<file path="src/shared/tup_pkg.sv">
// shared constants, register map and state codes of the tape unit panel control
package tup_pkg;
   localparam int unsigned APB_ADDR_W = 8;
   localparam logic [APB_ADDR_W-1:0] CFG_OFFSET = 8'h00;
   localparam logic [APB_ADDR_W-1:0] STATUS_OFFSET = 8'h04;
   localparam int unsigned CFG_WIDTH = 6;
   localparam int unsigned CFG_DOUBLE_LOAD_BIT = 0;
   localparam int unsigned CFG_AUTO_ONLINE_BIT = 1;
   localparam int unsigned CFG_PANEL_DIS_OPT_BIT = 2;
   localparam int unsigned CFG_ADDR_SWITCH_BIT = 3;
   localparam int unsigned CFG_DUAL_DENSITY_BIT = 4;
   localparam int unsigned CFG_TRACK_COMBO_BIT = 5;
   localparam logic [CFG_WIDTH-1:0] CFG_RESET = 6'h08;
   localparam int unsigned STATUS_WIDTH = 16;
   localparam int unsigned BUTTON_COUNT = 8;
   localparam int unsigned LEVEL_COUNT = 17;
   localparam logic [LEVEL_COUNT-1:0] LEVEL_SYNC_RESET = 17'h003FF;
   typedef enum logic [3:0] {
      ST_IDLE = 4'h0,
      ST_TENSION = 4'h1,
      ST_SEEK_BOT = 4'h2,
      ST_LOADED = 4'h3,
      ST_RWD_FAST = 4'h4,
      ST_RWD_PAST = 4'h5,
      ST_RWD_BACK = 4'h6,
      ST_UNWIND = 4'h7,
      ST_ARMING = 4'h8
   } tup_state_type;
endpackage

</file>
<file path="src/rtl/tup_sync_edge.sv">
// two-stage synchroniser with rising-edge pulse for a vector of pin inputs
`timescale 1ns/1ps
module tup_sync_edge #(
   parameter int unsigned WIDTH = 8,
   parameter logic [WIDTH-1:0] RESET_VALUE = '0
) (
   input wire logic clk,
   input wire logic rst,
   input wire logic [WIDTH-1:0] pin_in,
   output logic [WIDTH-1:0] level_out,
   output logic [WIDTH-1:0] rise_out
);
   logic [WIDTH-1:0] meta_q;
   logic [WIDTH-1:0] sync_q;
   logic [WIDTH-1:0] prev_q;

   initial begin
      if (WIDTH < 1) begin
         $error("tup_sync_edge: WIDTH must be at least 1");
      end
   end

   always_ff @(posedge clk) begin
      if (rst) begin
         meta_q <= RESET_VALUE;
         sync_q <= RESET_VALUE;
         prev_q <= RESET_VALUE;
      end else begin
         meta_q <= pin_in;
         sync_q <= meta_q;
         prev_q <= sync_q;
      end
   end

   assign level_out = sync_q;
   assign rise_out = sync_q & ~prev_q;
endmodule

</file>
<file path="src/rtl/tup_unit_match.sv">
// unit address selection and match against the formatter select lines
`timescale 1ns/1ps
module tup_unit_match (
   input wire logic [1:0] addr_switch,
   input wire logic switch_fitted,
   input wire logic [3:0] select_asserted,
   output logic [1:0] unit_addr,
   output logic match
);
   assign unit_addr = switch_fitted ? addr_switch : 2'h0;
   assign match = select_asserted[unit_addr];
endmodule

</file>
<file path="src/rtl/tup_panel_ctrl.sv">
// front panel, load/rewind sequencing and formatter interface of the tape unit
//
// Design decisions made here: the APB slave port and the address map.
`timescale 1ns/1ps
module tup_panel_ctrl #(
   parameter int unsigned ADDR_W = tup_pkg::APB_ADDR_W
) (
   input wire logic SYS_CLK,
   input wire logic RST,
   input wire logic PSEL,
   input wire logic PENABLE,
   input wire logic PWRITE,
   input wire logic [ADDR_W-1:0] PADDR,
   input wire logic [31:0] PWDATA,
   output logic [31:0] PRDATA,
   output logic PREADY,
   output logic PSLVERR,
   input wire logic LOAD_BUTTON,
   input wire logic ONLINE_BUTTON,
   input wire logic RESET_BUTTON,
   input wire logic REWIND_BUTTON,
   input wire logic HIGH_DENSITY_SWITCH,
   input wire logic TRACK_SWITCH,
   input wire logic MANUAL_FWD_SWITCH,
   input wire logic MANUAL_REV_SWITCH,
   input wire logic [1:0] ADDRESS_SWITCH,
   input wire logic TAPE_BEGIN_MARKER,
   input wire logic TAPE_END_MARKER,
   input wire logic ARMS_TENSIONED,
   input wire logic TAPE_CLEAR,
   input wire logic WRITE_PROTECT_SENSE,
   input wire logic [3:0] UNIT_SELECT_LINES_N,
   input wire logic REMOTE_OFFLINE_COMMAND_N,
   input wire logic DENSITY_SELECT_LINE_N,
   input wire logic FORWARD_COMMAND_N,
   input wire logic REVERSE_COMMAND_N,
   input wire logic REWIND_COMMAND_N,
   input wire logic WRITE_COMMAND_N,
   output logic TENSION_ENABLE,
   output logic MOTOR_FORWARD,
   output logic MOTOR_REVERSE,
   output logic MOTOR_HIGH_SPEED,
   output logic LOAD_LAMP,
   output logic ONLINE_LAMP,
   output logic RESET_LAMP,
   output logic DENSITY_LAMP,
   output logic TRACK9_LAMP,
   output logic WRITE_PROTECT_LAMP,
   output logic WRITE_ENABLE,
   output logic BEGIN_MARKER_STATUS_N,
   output logic END_MARKER_STATUS_N,
   output logic ONLINE_STATUS_N
);
   localparam int unsigned NB = tup_pkg::BUTTON_COUNT;
   localparam int unsigned NL = tup_pkg::LEVEL_COUNT;

   initial begin
      if (ADDR_W < 3) begin
         $error("tup_panel_ctrl: ADDR_W too small for the register map");
      end
   end

   logic [NB-1:0] btn_lvl;
   logic [NB-1:0] btn_rise;
   logic [NL-1:0] lvl_sync;
   logic load_p, online_p, reset_p, rwd_p, dens_p, track_p, mfwd_s, mrev_s;
   logic [1:0] addr_sw_s;
   logic bot_s, eot_s, arms_s, clear_s, wp_s;
   logic [3:0] sel_n_s;
   logic roff_n_s, dds_n_s, fwd_n_s, rev_n_s, rwd_n_s, wr_n_s;
   logic [3:0] sel_s;
   logic roff_s, dds_s, fwdc_s, revc_s, rwdc_s, wrc_s;
   logic [1:0] unit_addr;
   logic match;

   tup_sync_edge #(.WIDTH(NB)) u_btn_sync (
      .clk(SYS_CLK),
      .rst(RST),
      .pin_in({MANUAL_REV_SWITCH, MANUAL_FWD_SWITCH, TRACK_SWITCH, HIGH_DENSITY_SWITCH,
               REWIND_BUTTON, RESET_BUTTON, ONLINE_BUTTON, LOAD_BUTTON}),
      .level_out(btn_lvl),
      .rise_out(btn_rise)
   );

   // active-low lines reset to their idle high level
   tup_sync_edge #(.WIDTH(NL), .RESET_VALUE(tup_pkg::LEVEL_SYNC_RESET)) u_lvl_sync (
      .clk(SYS_CLK),
      .rst(RST),
      .pin_in({ADDRESS_SWITCH, TAPE_BEGIN_MARKER, TAPE_END_MARKER, ARMS_TENSIONED,
               TAPE_CLEAR, WRITE_PROTECT_SENSE, UNIT_SELECT_LINES_N,
               REMOTE_OFFLINE_COMMAND_N, DENSITY_SELECT_LINE_N, FORWARD_COMMAND_N,
               REVERSE_COMMAND_N, REWIND_COMMAND_N, WRITE_COMMAND_N}),
      .level_out(lvl_sync),
      .rise_out()
   );

   assign {rwd_p, reset_p, online_p, load_p} = btn_rise[3:0];
   assign track_p = btn_rise[5];
   assign dens_p = btn_rise[4];
   assign {mrev_s, mfwd_s} = btn_lvl[7:6];
   assign {addr_sw_s, bot_s, eot_s, arms_s, clear_s, wp_s, sel_n_s} = lvl_sync[16:6];
   assign {roff_n_s, dds_n_s, fwd_n_s, rev_n_s, rwd_n_s, wr_n_s} = lvl_sync[5:0];

   assign sel_s = ~sel_n_s;
   assign {roff_s, dds_s, fwdc_s, revc_s, rwdc_s, wrc_s} =
      ~{roff_n_s, dds_n_s, fwd_n_s, rev_n_s, rwd_n_s, wr_n_s};

   logic [tup_pkg::CFG_WIDTH-1:0] cfg_q;
   logic cfg_double, cfg_auto, cfg_pdis, cfg_addr, cfg_dual, cfg_combo;
   assign cfg_double = cfg_q[tup_pkg::CFG_DOUBLE_LOAD_BIT];
   assign cfg_auto = cfg_q[tup_pkg::CFG_AUTO_ONLINE_BIT];
   assign cfg_pdis = cfg_q[tup_pkg::CFG_PANEL_DIS_OPT_BIT];
   assign cfg_addr = cfg_q[tup_pkg::CFG_ADDR_SWITCH_BIT];
   assign cfg_dual = cfg_q[tup_pkg::CFG_DUAL_DENSITY_BIT];
   assign cfg_combo = cfg_q[tup_pkg::CFG_TRACK_COMBO_BIT];

   tup_unit_match u_match (
      .addr_switch(addr_sw_s),
      .switch_fitted(cfg_addr),
      .select_asserted(sel_s),
      .unit_addr(unit_addr),
      .match(match)
   );

   tup_pkg::tup_state_type state_q, state_d;
   logic online_q, online_n_q, selected_q, panel_dis_q, load_lamp_q, density_q, track9_q;
   logic fwd_q, rev_q, fast_q, tension_q, fwd_d, rev_d, fast_d, tension_d;
   logic panel_ok, accept;

   assign panel_ok = ~panel_dis_q;
   // remote commands need on line and address match
   assign accept = online_q & selected_q;

   always_comb begin
      state_d = state_q;
      fwd_d = 1'b0;
      rev_d = 1'b0;
      fast_d = 1'b0;
      tension_d = 1'b1;
      case (state_q)
         tup_pkg::ST_IDLE: begin
            tension_d = 1'b0;
            if (load_p && panel_ok) begin
               state_d = tup_pkg::ST_ARMING;
            end
         end
         tup_pkg::ST_ARMING: begin
            if (arms_s) begin
               state_d = cfg_double ? tup_pkg::ST_TENSION : tup_pkg::ST_SEEK_BOT;
            end
         end
         tup_pkg::ST_TENSION: begin
            if (load_p && panel_ok) begin
               state_d = tup_pkg::ST_SEEK_BOT;
            end
         end
         tup_pkg::ST_SEEK_BOT: begin
            if (bot_s) begin
               state_d = tup_pkg::ST_LOADED;
            end else begin
               fwd_d = 1'b1;
            end
         end
         tup_pkg::ST_LOADED: begin
            if (accept) begin
               if (rwdc_s && !bot_s) begin
                  state_d = tup_pkg::ST_RWD_FAST;
               end else if (fwdc_s && !eot_s) begin
                  fwd_d = 1'b1;
               end else if (revc_s && !bot_s) begin
                  rev_d = 1'b1;
               end
            end else if (!online_q && panel_ok) begin
               // forward of marker rewind returns to it
               if (rwd_p) begin
                  state_d = bot_s ? tup_pkg::ST_UNWIND : tup_pkg::ST_RWD_FAST;
               end else if (mfwd_s) begin
                  fwd_d = 1'b1;
               end else if (mrev_s && !bot_s) begin
                  rev_d = 1'b1;
               end
            end
         end
         tup_pkg::ST_RWD_FAST: begin
            rev_d = 1'b1;
            fast_d = 1'b1;
            if (bot_s) begin
               state_d = tup_pkg::ST_RWD_PAST;
            end
         end
         tup_pkg::ST_RWD_PAST: begin
            rev_d = 1'b1;
            if (!bot_s) begin
               state_d = tup_pkg::ST_RWD_BACK;
            end
         end
         tup_pkg::ST_RWD_BACK: begin
            if (bot_s) begin
               state_d = tup_pkg::ST_LOADED;
            end else begin
               fwd_d = 1'b1;
            end
         end
         tup_pkg::ST_UNWIND: begin
            if (clear_s) begin
               tension_d = 1'b0;
               state_d = tup_pkg::ST_IDLE;
            end else begin
               rev_d = 1'b1;
            end
         end
         default: begin
            state_d = tup_pkg::ST_IDLE;
         end
      endcase
   end

   // all motion and lamps off at reset
   always_ff @(posedge SYS_CLK) begin
      if (RST) begin
         state_q <= tup_pkg::ST_IDLE;
         fwd_q <= 1'b0;
         rev_q <= 1'b0;
         fast_q <= 1'b0;
         tension_q <= 1'b0;
      end else begin
         state_q <= state_d;
         fwd_q <= fwd_d;
         rev_q <= rev_d;
         fast_q <= fast_d;
         tension_q <= tension_d;
      end
   end

   always_ff @(posedge SYS_CLK) begin
      if (RST) begin
         online_q <= 1'b0;
         online_n_q <= 1'b1;
      // reset or on-line press goes off line
      // remote offline and reset never set on line
      end else if (online_q && (reset_p || online_p || (selected_q && roff_s))) begin
         online_q <= 1'b0;
         online_n_q <= 1'b1;
      end else if (cfg_auto && state_q == tup_pkg::ST_SEEK_BOT && bot_s) begin
         online_q <= 1'b1;
         online_n_q <= 1'b0;
      end else if (!online_q && online_p && panel_ok && state_q == tup_pkg::ST_LOADED) begin
         online_q <= 1'b1;
         online_n_q <= 1'b0;
      end
   end

   always_ff @(posedge SYS_CLK) begin
      if (RST || !cfg_pdis) begin
         panel_dis_q <= 1'b0;
      end else if (reset_p) begin
         panel_dis_q <= ~panel_dis_q;
      end
   end

   always_ff @(posedge SYS_CLK) begin
      if (RST) begin
         selected_q <= 1'b0;
      end else begin
         selected_q <= match;
      end
   end

   always_ff @(posedge SYS_CLK) begin
      if (RST || state_q == tup_pkg::ST_IDLE) begin
         load_lamp_q <= 1'b0;
      // load ends at marker with lamp
      end else if (state_q == tup_pkg::ST_SEEK_BOT && bot_s) begin
         load_lamp_q <= 1'b1;
      end else if (fwd_q && !bot_s) begin
         load_lamp_q <= 1'b0;
      end
   end

   always_ff @(posedge SYS_CLK) begin
      if (RST) begin
         density_q <= 1'b0;
      end else if (dens_p && cfg_dual && panel_ok) begin
         density_q <= ~density_q;
      end
   end

   always_ff @(posedge SYS_CLK) begin
      if (RST) begin
         track9_q <= 1'b0;
      end else if (track_p && cfg_combo && panel_ok) begin
         track9_q <= ~track9_q;
      end
   end

   logic dens_lamp_q, wp_lamp_q, wr_en_q, bot_n_q, eot_n_q;
   always_ff @(posedge SYS_CLK) begin
      if (RST) begin
         dens_lamp_q <= 1'b0;
         wp_lamp_q <= 1'b0;
         wr_en_q <= 1'b0;
         bot_n_q <= 1'b1;
         eot_n_q <= 1'b1;
      end else begin
         dens_lamp_q <= density_q | (accept & dds_s);
         wp_lamp_q <= wp_s & tension_q;
         wr_en_q <= accept & wrc_s & (state_q == tup_pkg::ST_LOADED);
         // status lines driven low when true
         bot_n_q <= ~(bot_s & tension_q);
         eot_n_q <= ~(eot_s & tension_q);
      end
   end

   assign TENSION_ENABLE = tension_q;
   assign MOTOR_FORWARD = fwd_q;
   assign MOTOR_REVERSE = rev_q;
   assign MOTOR_HIGH_SPEED = fast_q;
   assign LOAD_LAMP = load_lamp_q;
   assign ONLINE_LAMP = online_q;
   assign RESET_LAMP = selected_q;
   assign DENSITY_LAMP = dens_lamp_q;
   assign TRACK9_LAMP = track9_q;
   assign WRITE_PROTECT_LAMP = wp_lamp_q;
   assign WRITE_ENABLE = wr_en_q;
   assign BEGIN_MARKER_STATUS_N = bot_n_q;
   assign END_MARKER_STATUS_N = eot_n_q;
   assign ONLINE_STATUS_N = online_n_q;

   // apb slave: answer in the first access cycle
   logic [31:0] rdata_q;
   logic ready_q, slverr_q, setup, hit_cfg, hit_stat;
   logic [tup_pkg::STATUS_WIDTH-1:0] status;
   assign setup = PSEL & ~PENABLE;
   assign hit_cfg = PADDR == tup_pkg::CFG_OFFSET;
   assign hit_stat = PADDR == tup_pkg::STATUS_OFFSET;
   assign status = {2'h0, unit_addr, bot_s, panel_dis_q, track9_q, density_q,
                    load_lamp_q, selected_q, online_q, tension_q, state_q};

   always_ff @(posedge SYS_CLK) begin
      if (RST) begin
         ready_q <= 1'b0;
         slverr_q <= 1'b0;
         rdata_q <= 32'h0;
      end else begin
         ready_q <= setup;
         slverr_q <= setup & ~(hit_cfg | (hit_stat & ~PWRITE));
         if (setup) begin
            if (PWRITE) begin
               rdata_q <= 32'h0;
            end else if (hit_cfg) begin
               rdata_q <= {{(32 - tup_pkg::CFG_WIDTH){1'b0}}, cfg_q};
            end else if (hit_stat) begin
               rdata_q <= {{(32 - tup_pkg::STATUS_WIDTH){1'b0}}, status};
            end else begin
               rdata_q <= 32'h0;
            end
         end
      end
   end

   always_ff @(posedge SYS_CLK) begin
      if (RST) begin
         cfg_q <= tup_pkg::CFG_RESET;
      end else if (PSEL && PENABLE && ready_q && PWRITE && hit_cfg) begin
         cfg_q <= PWDATA[tup_pkg::CFG_WIDTH-1:0];
      end
   end

   assign PREADY = ready_q;
   assign PSLVERR = slverr_q;
   assign PRDATA = rdata_q;
endmodule

</file>
<file path="config.mk">
export PLATFORM = sky130hd
export DESIGN_NAME = tup_panel_ctrl
export DESIGN_NICKNAME = d
export VERILOG_FILES = /design/src/shared/tup_pkg.sv /design/src/rtl/tup_sync_edge.sv /design/src/rtl/tup_unit_match.sv /design/src/rtl/tup_panel_ctrl.sv
export SDC_FILE = /design/constraint.sdc
export NUM_CORES = 1
export LEC_CHECK = 0
export ABC_AREA = 1
export BUFFER_PORTS_ARGS = -buffer_cell sky130_fd_sc_hd__buf_2
export CORE_MARGIN = 2
export CORE_UTILIZATION = 50
export DETAILED_ROUTE_END_ITERATION = 10
export GPL_ROUTABILITY_DRIVEN = 1
export MAX_ROUTING_LAYER = met4
export PLACE_DENSITY = 0.82
export SLEW_MARGIN = 5
export SYNTH_ARGS = -nofsm -noshare
export SYNTH_HDL_FRONTEND = slang
export SYNTH_SLANG_ARGS = --single-unit
</file>
<file path="constraint.sdc">
create_clock -name SYS_CLK -period 2.7 [get_ports SYS_CLK]
set_input_delay 0 -clock SYS_CLK [delete_from_list [all_inputs] [get_ports SYS_CLK]]
set_output_delay 0 -clock SYS_CLK [all_outputs]
set_load 0.005 [all_outputs]
</file>
# [Word-level counts from Yosys, hierarchy flattened]
# Index checks and enable logic that the tools add are counted.
[totals] regBits=116
[op_classes] order_cmp=1 n_eq_ne=19 n_mux=46 n_bitwise=24 reduce_logical=39
[op_table] op="4-bit 2-to-1 mux" count=11
[op_table] op="14-bit 2-to-1 mux" count=3
[op_table] op="4-bit one-hot mux with 8 select lines" count=1
[op_table] op="1-bit 2-to-1 mux" count=24
[op_table] op="1-bit logical AND" count=23
[op_table] op="4-bit by 3-bit equality test with 1-bit output, second input constant" count=4
[op_table] op="6-bit inverter" count=2
[op_table] op="1-bit AND" count=10
[op_table] op="10-bit AND reduction" count=1
[op_table] op="3-bit != test, second input constant" count=3
[op_table] op="4-bit by 2-bit equality test with 1-bit output, second input constant" count=2
[op_table] op="8-bit by 3-bit equality test with 1-bit output, second input constant" count=1
[op_table] op="8-bit logical NOT" count=1
[op_table] op="2-bit by 1-bit != test with 1-bit output, second input constant" count=4
[op_table] op="1-bit inverter" count=8
[op_table] op="6-bit AND" count=1
[op_table] op="2-bit 2-to-1 mux" count=3
[op_table] op="2-bit != test, second input constant" count=3
[op_table] op="2-bit OR reduction" count=3
[op_table] op="4-bit by 1-bit equality test with 1-bit output, second input constant" count=1
[op_table] op="4-bit equality test, second input constant" count=1
[op_table] op="1-bit logical NOT" count=4
[op_table] op="4-bit logical NOT" count=1
[op_table] op="1-bit logical OR" count=4
[op_table] op="other kinds (7)" count=10

# [Depth between registers and ports, before layout]
[logic_depth] word_depth=8 ltp_mapped=10

# [Modules after synthesis]
# Synthesis repeated with hierarchy kept, for this count alone.
[unflattened] hier_cells=567 area_unflattened_um2=4347.9
[modules_own_cells] module="tup_panel_ctrl" instances=1 cells_each=294 area_each_um2=2075.7
[modules_own_cells] module="tup_sync_edge at u_lvl_sync" instances=1 cells_each=176 area_each_um2=1496.4
[modules_own_cells] module="tup_sync_edge at u_btn_sync" instances=1 cells_each=82 area_each_um2=713.2
[modules_own_cells] module="tup_unit_match" instances=1 cells_each=15 area_each_um2=62.6

# [Worst setup path before layout]
# No wires, ideal clock.
[synth_path] kind="register to register" start="register state_q[1]" end="register state_q[2]" t_arrival_ns=1.096 required_time_ns=2.586 setup_slack_ns=1.490 stages_incl_launch_ff=10 n_path_buf=0 cell_sequence="dfxtp_1 > inv_1 > nor2_1 > nand3_1 > o21ai_1 > nor2_4 > nand2_2 > nand2_1 > nand2_1 > nor2_2"
[synth_via] elab_chain_cells=4 word_cells_on_any_way=22 cone_classes="18 x eq/ne; 1 x mux; 3 x reduce/logical"
[synth_rtl] element="from (decl)" line_no="tup_panel_ctrl.sv:125" text="tup_pkg::tup_state_type state_q, state_d;"
[synth_rtl] element="from (signal assigned)" line_no="tup_panel_ctrl.sv:221" text="state_q <= tup_pkg::ST_IDLE;"
[synth_rtl] element="from (signal assigned)" line_no="tup_panel_ctrl.sv:227" text="state_q <= state_d;"
[synth_rtl] element="4-bit by 2-bit equality test with 1-bit output or 4-bit by 3-bit equality test with 1-bit output (tied branches)" line_no="tup_panel_ctrl.sv:140" text="case (state_q)"
[synth_rtl] element="2-bit OR reduction (no source line)"
[synth_rtl] element="2-bit by 1-bit != test with 1-bit output (no source line)"
[synth_rtl] element="10-bit AND reduction (no source line)"
# Several ways; a longest one is shown, not always the timed one.
# A chain may end at the register's enable or synchronous reset.

# [Worst setup path after layout]
[layout_path] start="register u_lvl_sync.sync_q[14] (netlist: u_lvl_sync.level_out[14])" end="register state_q[2]"
[layout_via] elab_chain_cells=4 word_cells_on_any_way=7 cone_classes="4 x eq/ne; 3 x reduce/logical"
[layout_rtl] element="from (decl)" line_no="tup_sync_edge.sv:14" text="logic [WIDTH-1:0] sync_q;"
[layout_rtl] element="from (signal assigned)" line_no="tup_sync_edge.sv:30" text="sync_q <= meta_q;"
[layout_rtl] element="1-bit logical NOT" line_no="tup_panel_ctrl.sv:166" text="if (rwdc_s && !bot_s) begin"
[layout_rtl] element="1-bit logical AND" line_no="tup_panel_ctrl.sv:166"
[layout_rtl] element="3-bit != test (no source line)"
[layout_rtl] element="10-bit AND reduction (no source line) *"
# Every way passes the cells marked *; elsewhere a longest branch is shown, timed or not.

==> out/results.tsv <==
metric	value	unit
die_x	89.9	um
drv_slew	0	
status	finished, final reports clean	
cts_resized	0	
die_h	89.9	um
slowest_stage	dfxtp_1	
rows	31	
totalWireLength	7110	um
dp_slack	1.22	ns
cts.sink_count	98	
cts_tree	built	
fin_tns_setup	0	ns
grt_usage	18.5	%
tritoncts.num_buffers	9	
drcViolationCount	0	
required	2.95	ns
relSlewSlack	52.0	%
gp_congestion	0.875	
hp-class	in -> reg	
crit_path_start_kind	flip-flop	
final_cell_mix	dfxtp_1, nand2_1, buf_2	
syn_inst	467	
fin_crit_sh	56.2	%
coreArea	7210	um2
power.density	712	nW/um2
syn2layout_area_growth	23.8	%
leakagePower	0.00216	uW
synth_warnings	0	
critPathKind	reg -> reg	
mostFrequentLayoutCell	dfxtp_1	
cts_root_buf	clkbuf_8	
avgSynthCellArea	7.91	um2
tightest_slew	0.720	ns
drt-initial-drc-count	200	
rsz0062_at_grt	no	
crit_buf_inv	1	
grt_max_degree	46	
yosysSeqAreaShare	53.1	%
drtPass1Iterations	4	
grt_pass1_wl	12000	um
nNetsFinal	640	
gr-total-overflow	0	
ant_nets	0	
via_per_inst	4.47	
htreeDepth	3	
setup_viol	0	
fmax	659	MHz
crit_family	flip-flops	
crit_path_end_kind	flip-flop	
dieArea	8090	um2
routedWlPerCell	10.5	um
worstPathCellList	inv_1 > nand2_1 > nand2_1 > o21ai_1 > nor2_4 > nand2_2 > nand2_1 > nand2_1 > nor2_2	
port_buffers	73	
finalCriticalPeriod	1.52	ns
crit_path_max_fanout	7	
antenna_cells	0	
synth_area_leaders	dfxtp_1, nand2_1, nor2_1, inv_1, nand3_1	
grt_pass1_vias	2882	
crit_path_max_incr_delay	0.52	ns
initial_core_util	51.2	%
path_common_cell	nand2_1	
clkTransAtPathRegs	0.10	ns
final_hold_viol_count	0	
worstSkewPairLatency	0.35	ns
io_pins	118	
antenna_found_initial	0	
synth_top_area_share	53.1	%
syn_area	3690	um2
dpl.hpwl	4950	um
setup_ws	1.18	ns
fin_skew	0.0124	ns
worstPathArrival	1.77	ns
maxCapViolations	0	
synth_seq_cells	98	
yosys.area.top_type	dfxtp_1	
drive_above_1_share	23.0	%
cts_buffer_depth	2	
ir_worst_vdd	0.309	mV
num_vias	3010	
synthDistinctLibCells	28	
-- final cells by class --
type / count / area [um2]
inverter: 67 / 251
clock inverter: 6 / 65.1
tap: 99 / 124
timing repair buffer: 106 / 693
sequential: 98 / 1960
clock buffer: 10 / 128
fill: 632 / 2650
multi-input combinational: 288 / 1350
-- synthesized netlist by cell type, drive strengths merged --
master  instances
clkbuf         11
xor2            2
o221ai          1
conb            1
nand2          86
nand3          37
buf            20
inv            67
dfxtp          98
nor3            3
o22ai           2
a21oi          25
nand4           4
o21ai           7
nor2           79
o31ai           1
nor4            2
or2            21
-- routing by layer --
metal	vias up	global-route usage [%]	part of all wire (%)
li1	1591	-	-
met1	1287	20.6	43
met2	112	32.8	48
met3	20	2.60	7.2
met4	0	8.97	2.5
met5	-	-	0
-- tightest hold or removal path, cell delays in order --
cell	delay (ns)
buf_2	0.13
nor2_2	0.08
nand2_1	0.07
a21oi_1	0.05
-- repair_timing --
action                                 4_1_cts  5_1_grt
endpoints found under the hold margin       37        0
hold buffers                                32        0
buffers inserted                             0        0
setup endpoints to repair                    0        0
-- sequential cells by signal (all words and copies together), names as in the netlist, 4 cells and up --
name,cells
PRDATA,14
cfg_q,6
state_q,4
u_btn_sync.level_out,8
u_btn_sync.meta_q,8
u_btn_sync.prev_q,6
u_lvl_sync.level_out,17
u_lvl_sync.meta_q,17
-- path summary, 6_finish.rpt --
check / startpoint / to / slack, ns / cells past startpoint
max: u_lvl_sync.level_out[14]$_SDFF_PP0_ / state_q[2]$_SDFFE_PP0P_ / 1.18 / 9
min: PWRITE / PRDATA[5]$_SDFFE_PP0P_ / 0.01 / 4
max reg2reg: u_lvl_sync.level_out[14]$_SDFF_PP0_ / state_q[2]$_SDFFE_PP0P_ / 1.18 / 9
min reg2reg: u_lvl_sync.meta_q[11]$_SDFF_PP0_ / u_lvl_sync.level_out[11]$_SDFF_PP0_ / 0.40 / 2
-- per-stage QoR --
step                      instance area [um2]  hold WS, ns  util, %  total power (uW)  instances
after CTS                                4570      0.00454     63.3              3260        674
after global routing                     4570       0.0314     63.3              3440        674
final                                    4570       0.0124     63.3              3260        674
after floorplan                          3760        0.104        -              2170        484
after global placement                   4060        0.186     56.2              2280        626
after detailed placement                 4060        0.185     56.2              2320        626
-- power breakdown --
group,internal (uW),switching [uW]
combinational,273,447
clock,432,482
sequential,1530,88.4
-- logic make-up (layout without fill, tap and decap cells) --
group                  count (synthesis)  count (layout)  synth area share, %
flip-flops                            98              98                 53.1
buffers and inverters                 98             189                 12.1
other                                  1              18                0.102
AO/OA/AOI/OAI                         36              36                 5.12
AND/OR/NAND/NOR                      232             232                 29.0
XOR/XNOR                               2               2                0.475
(Power assumes the default switching activity.)
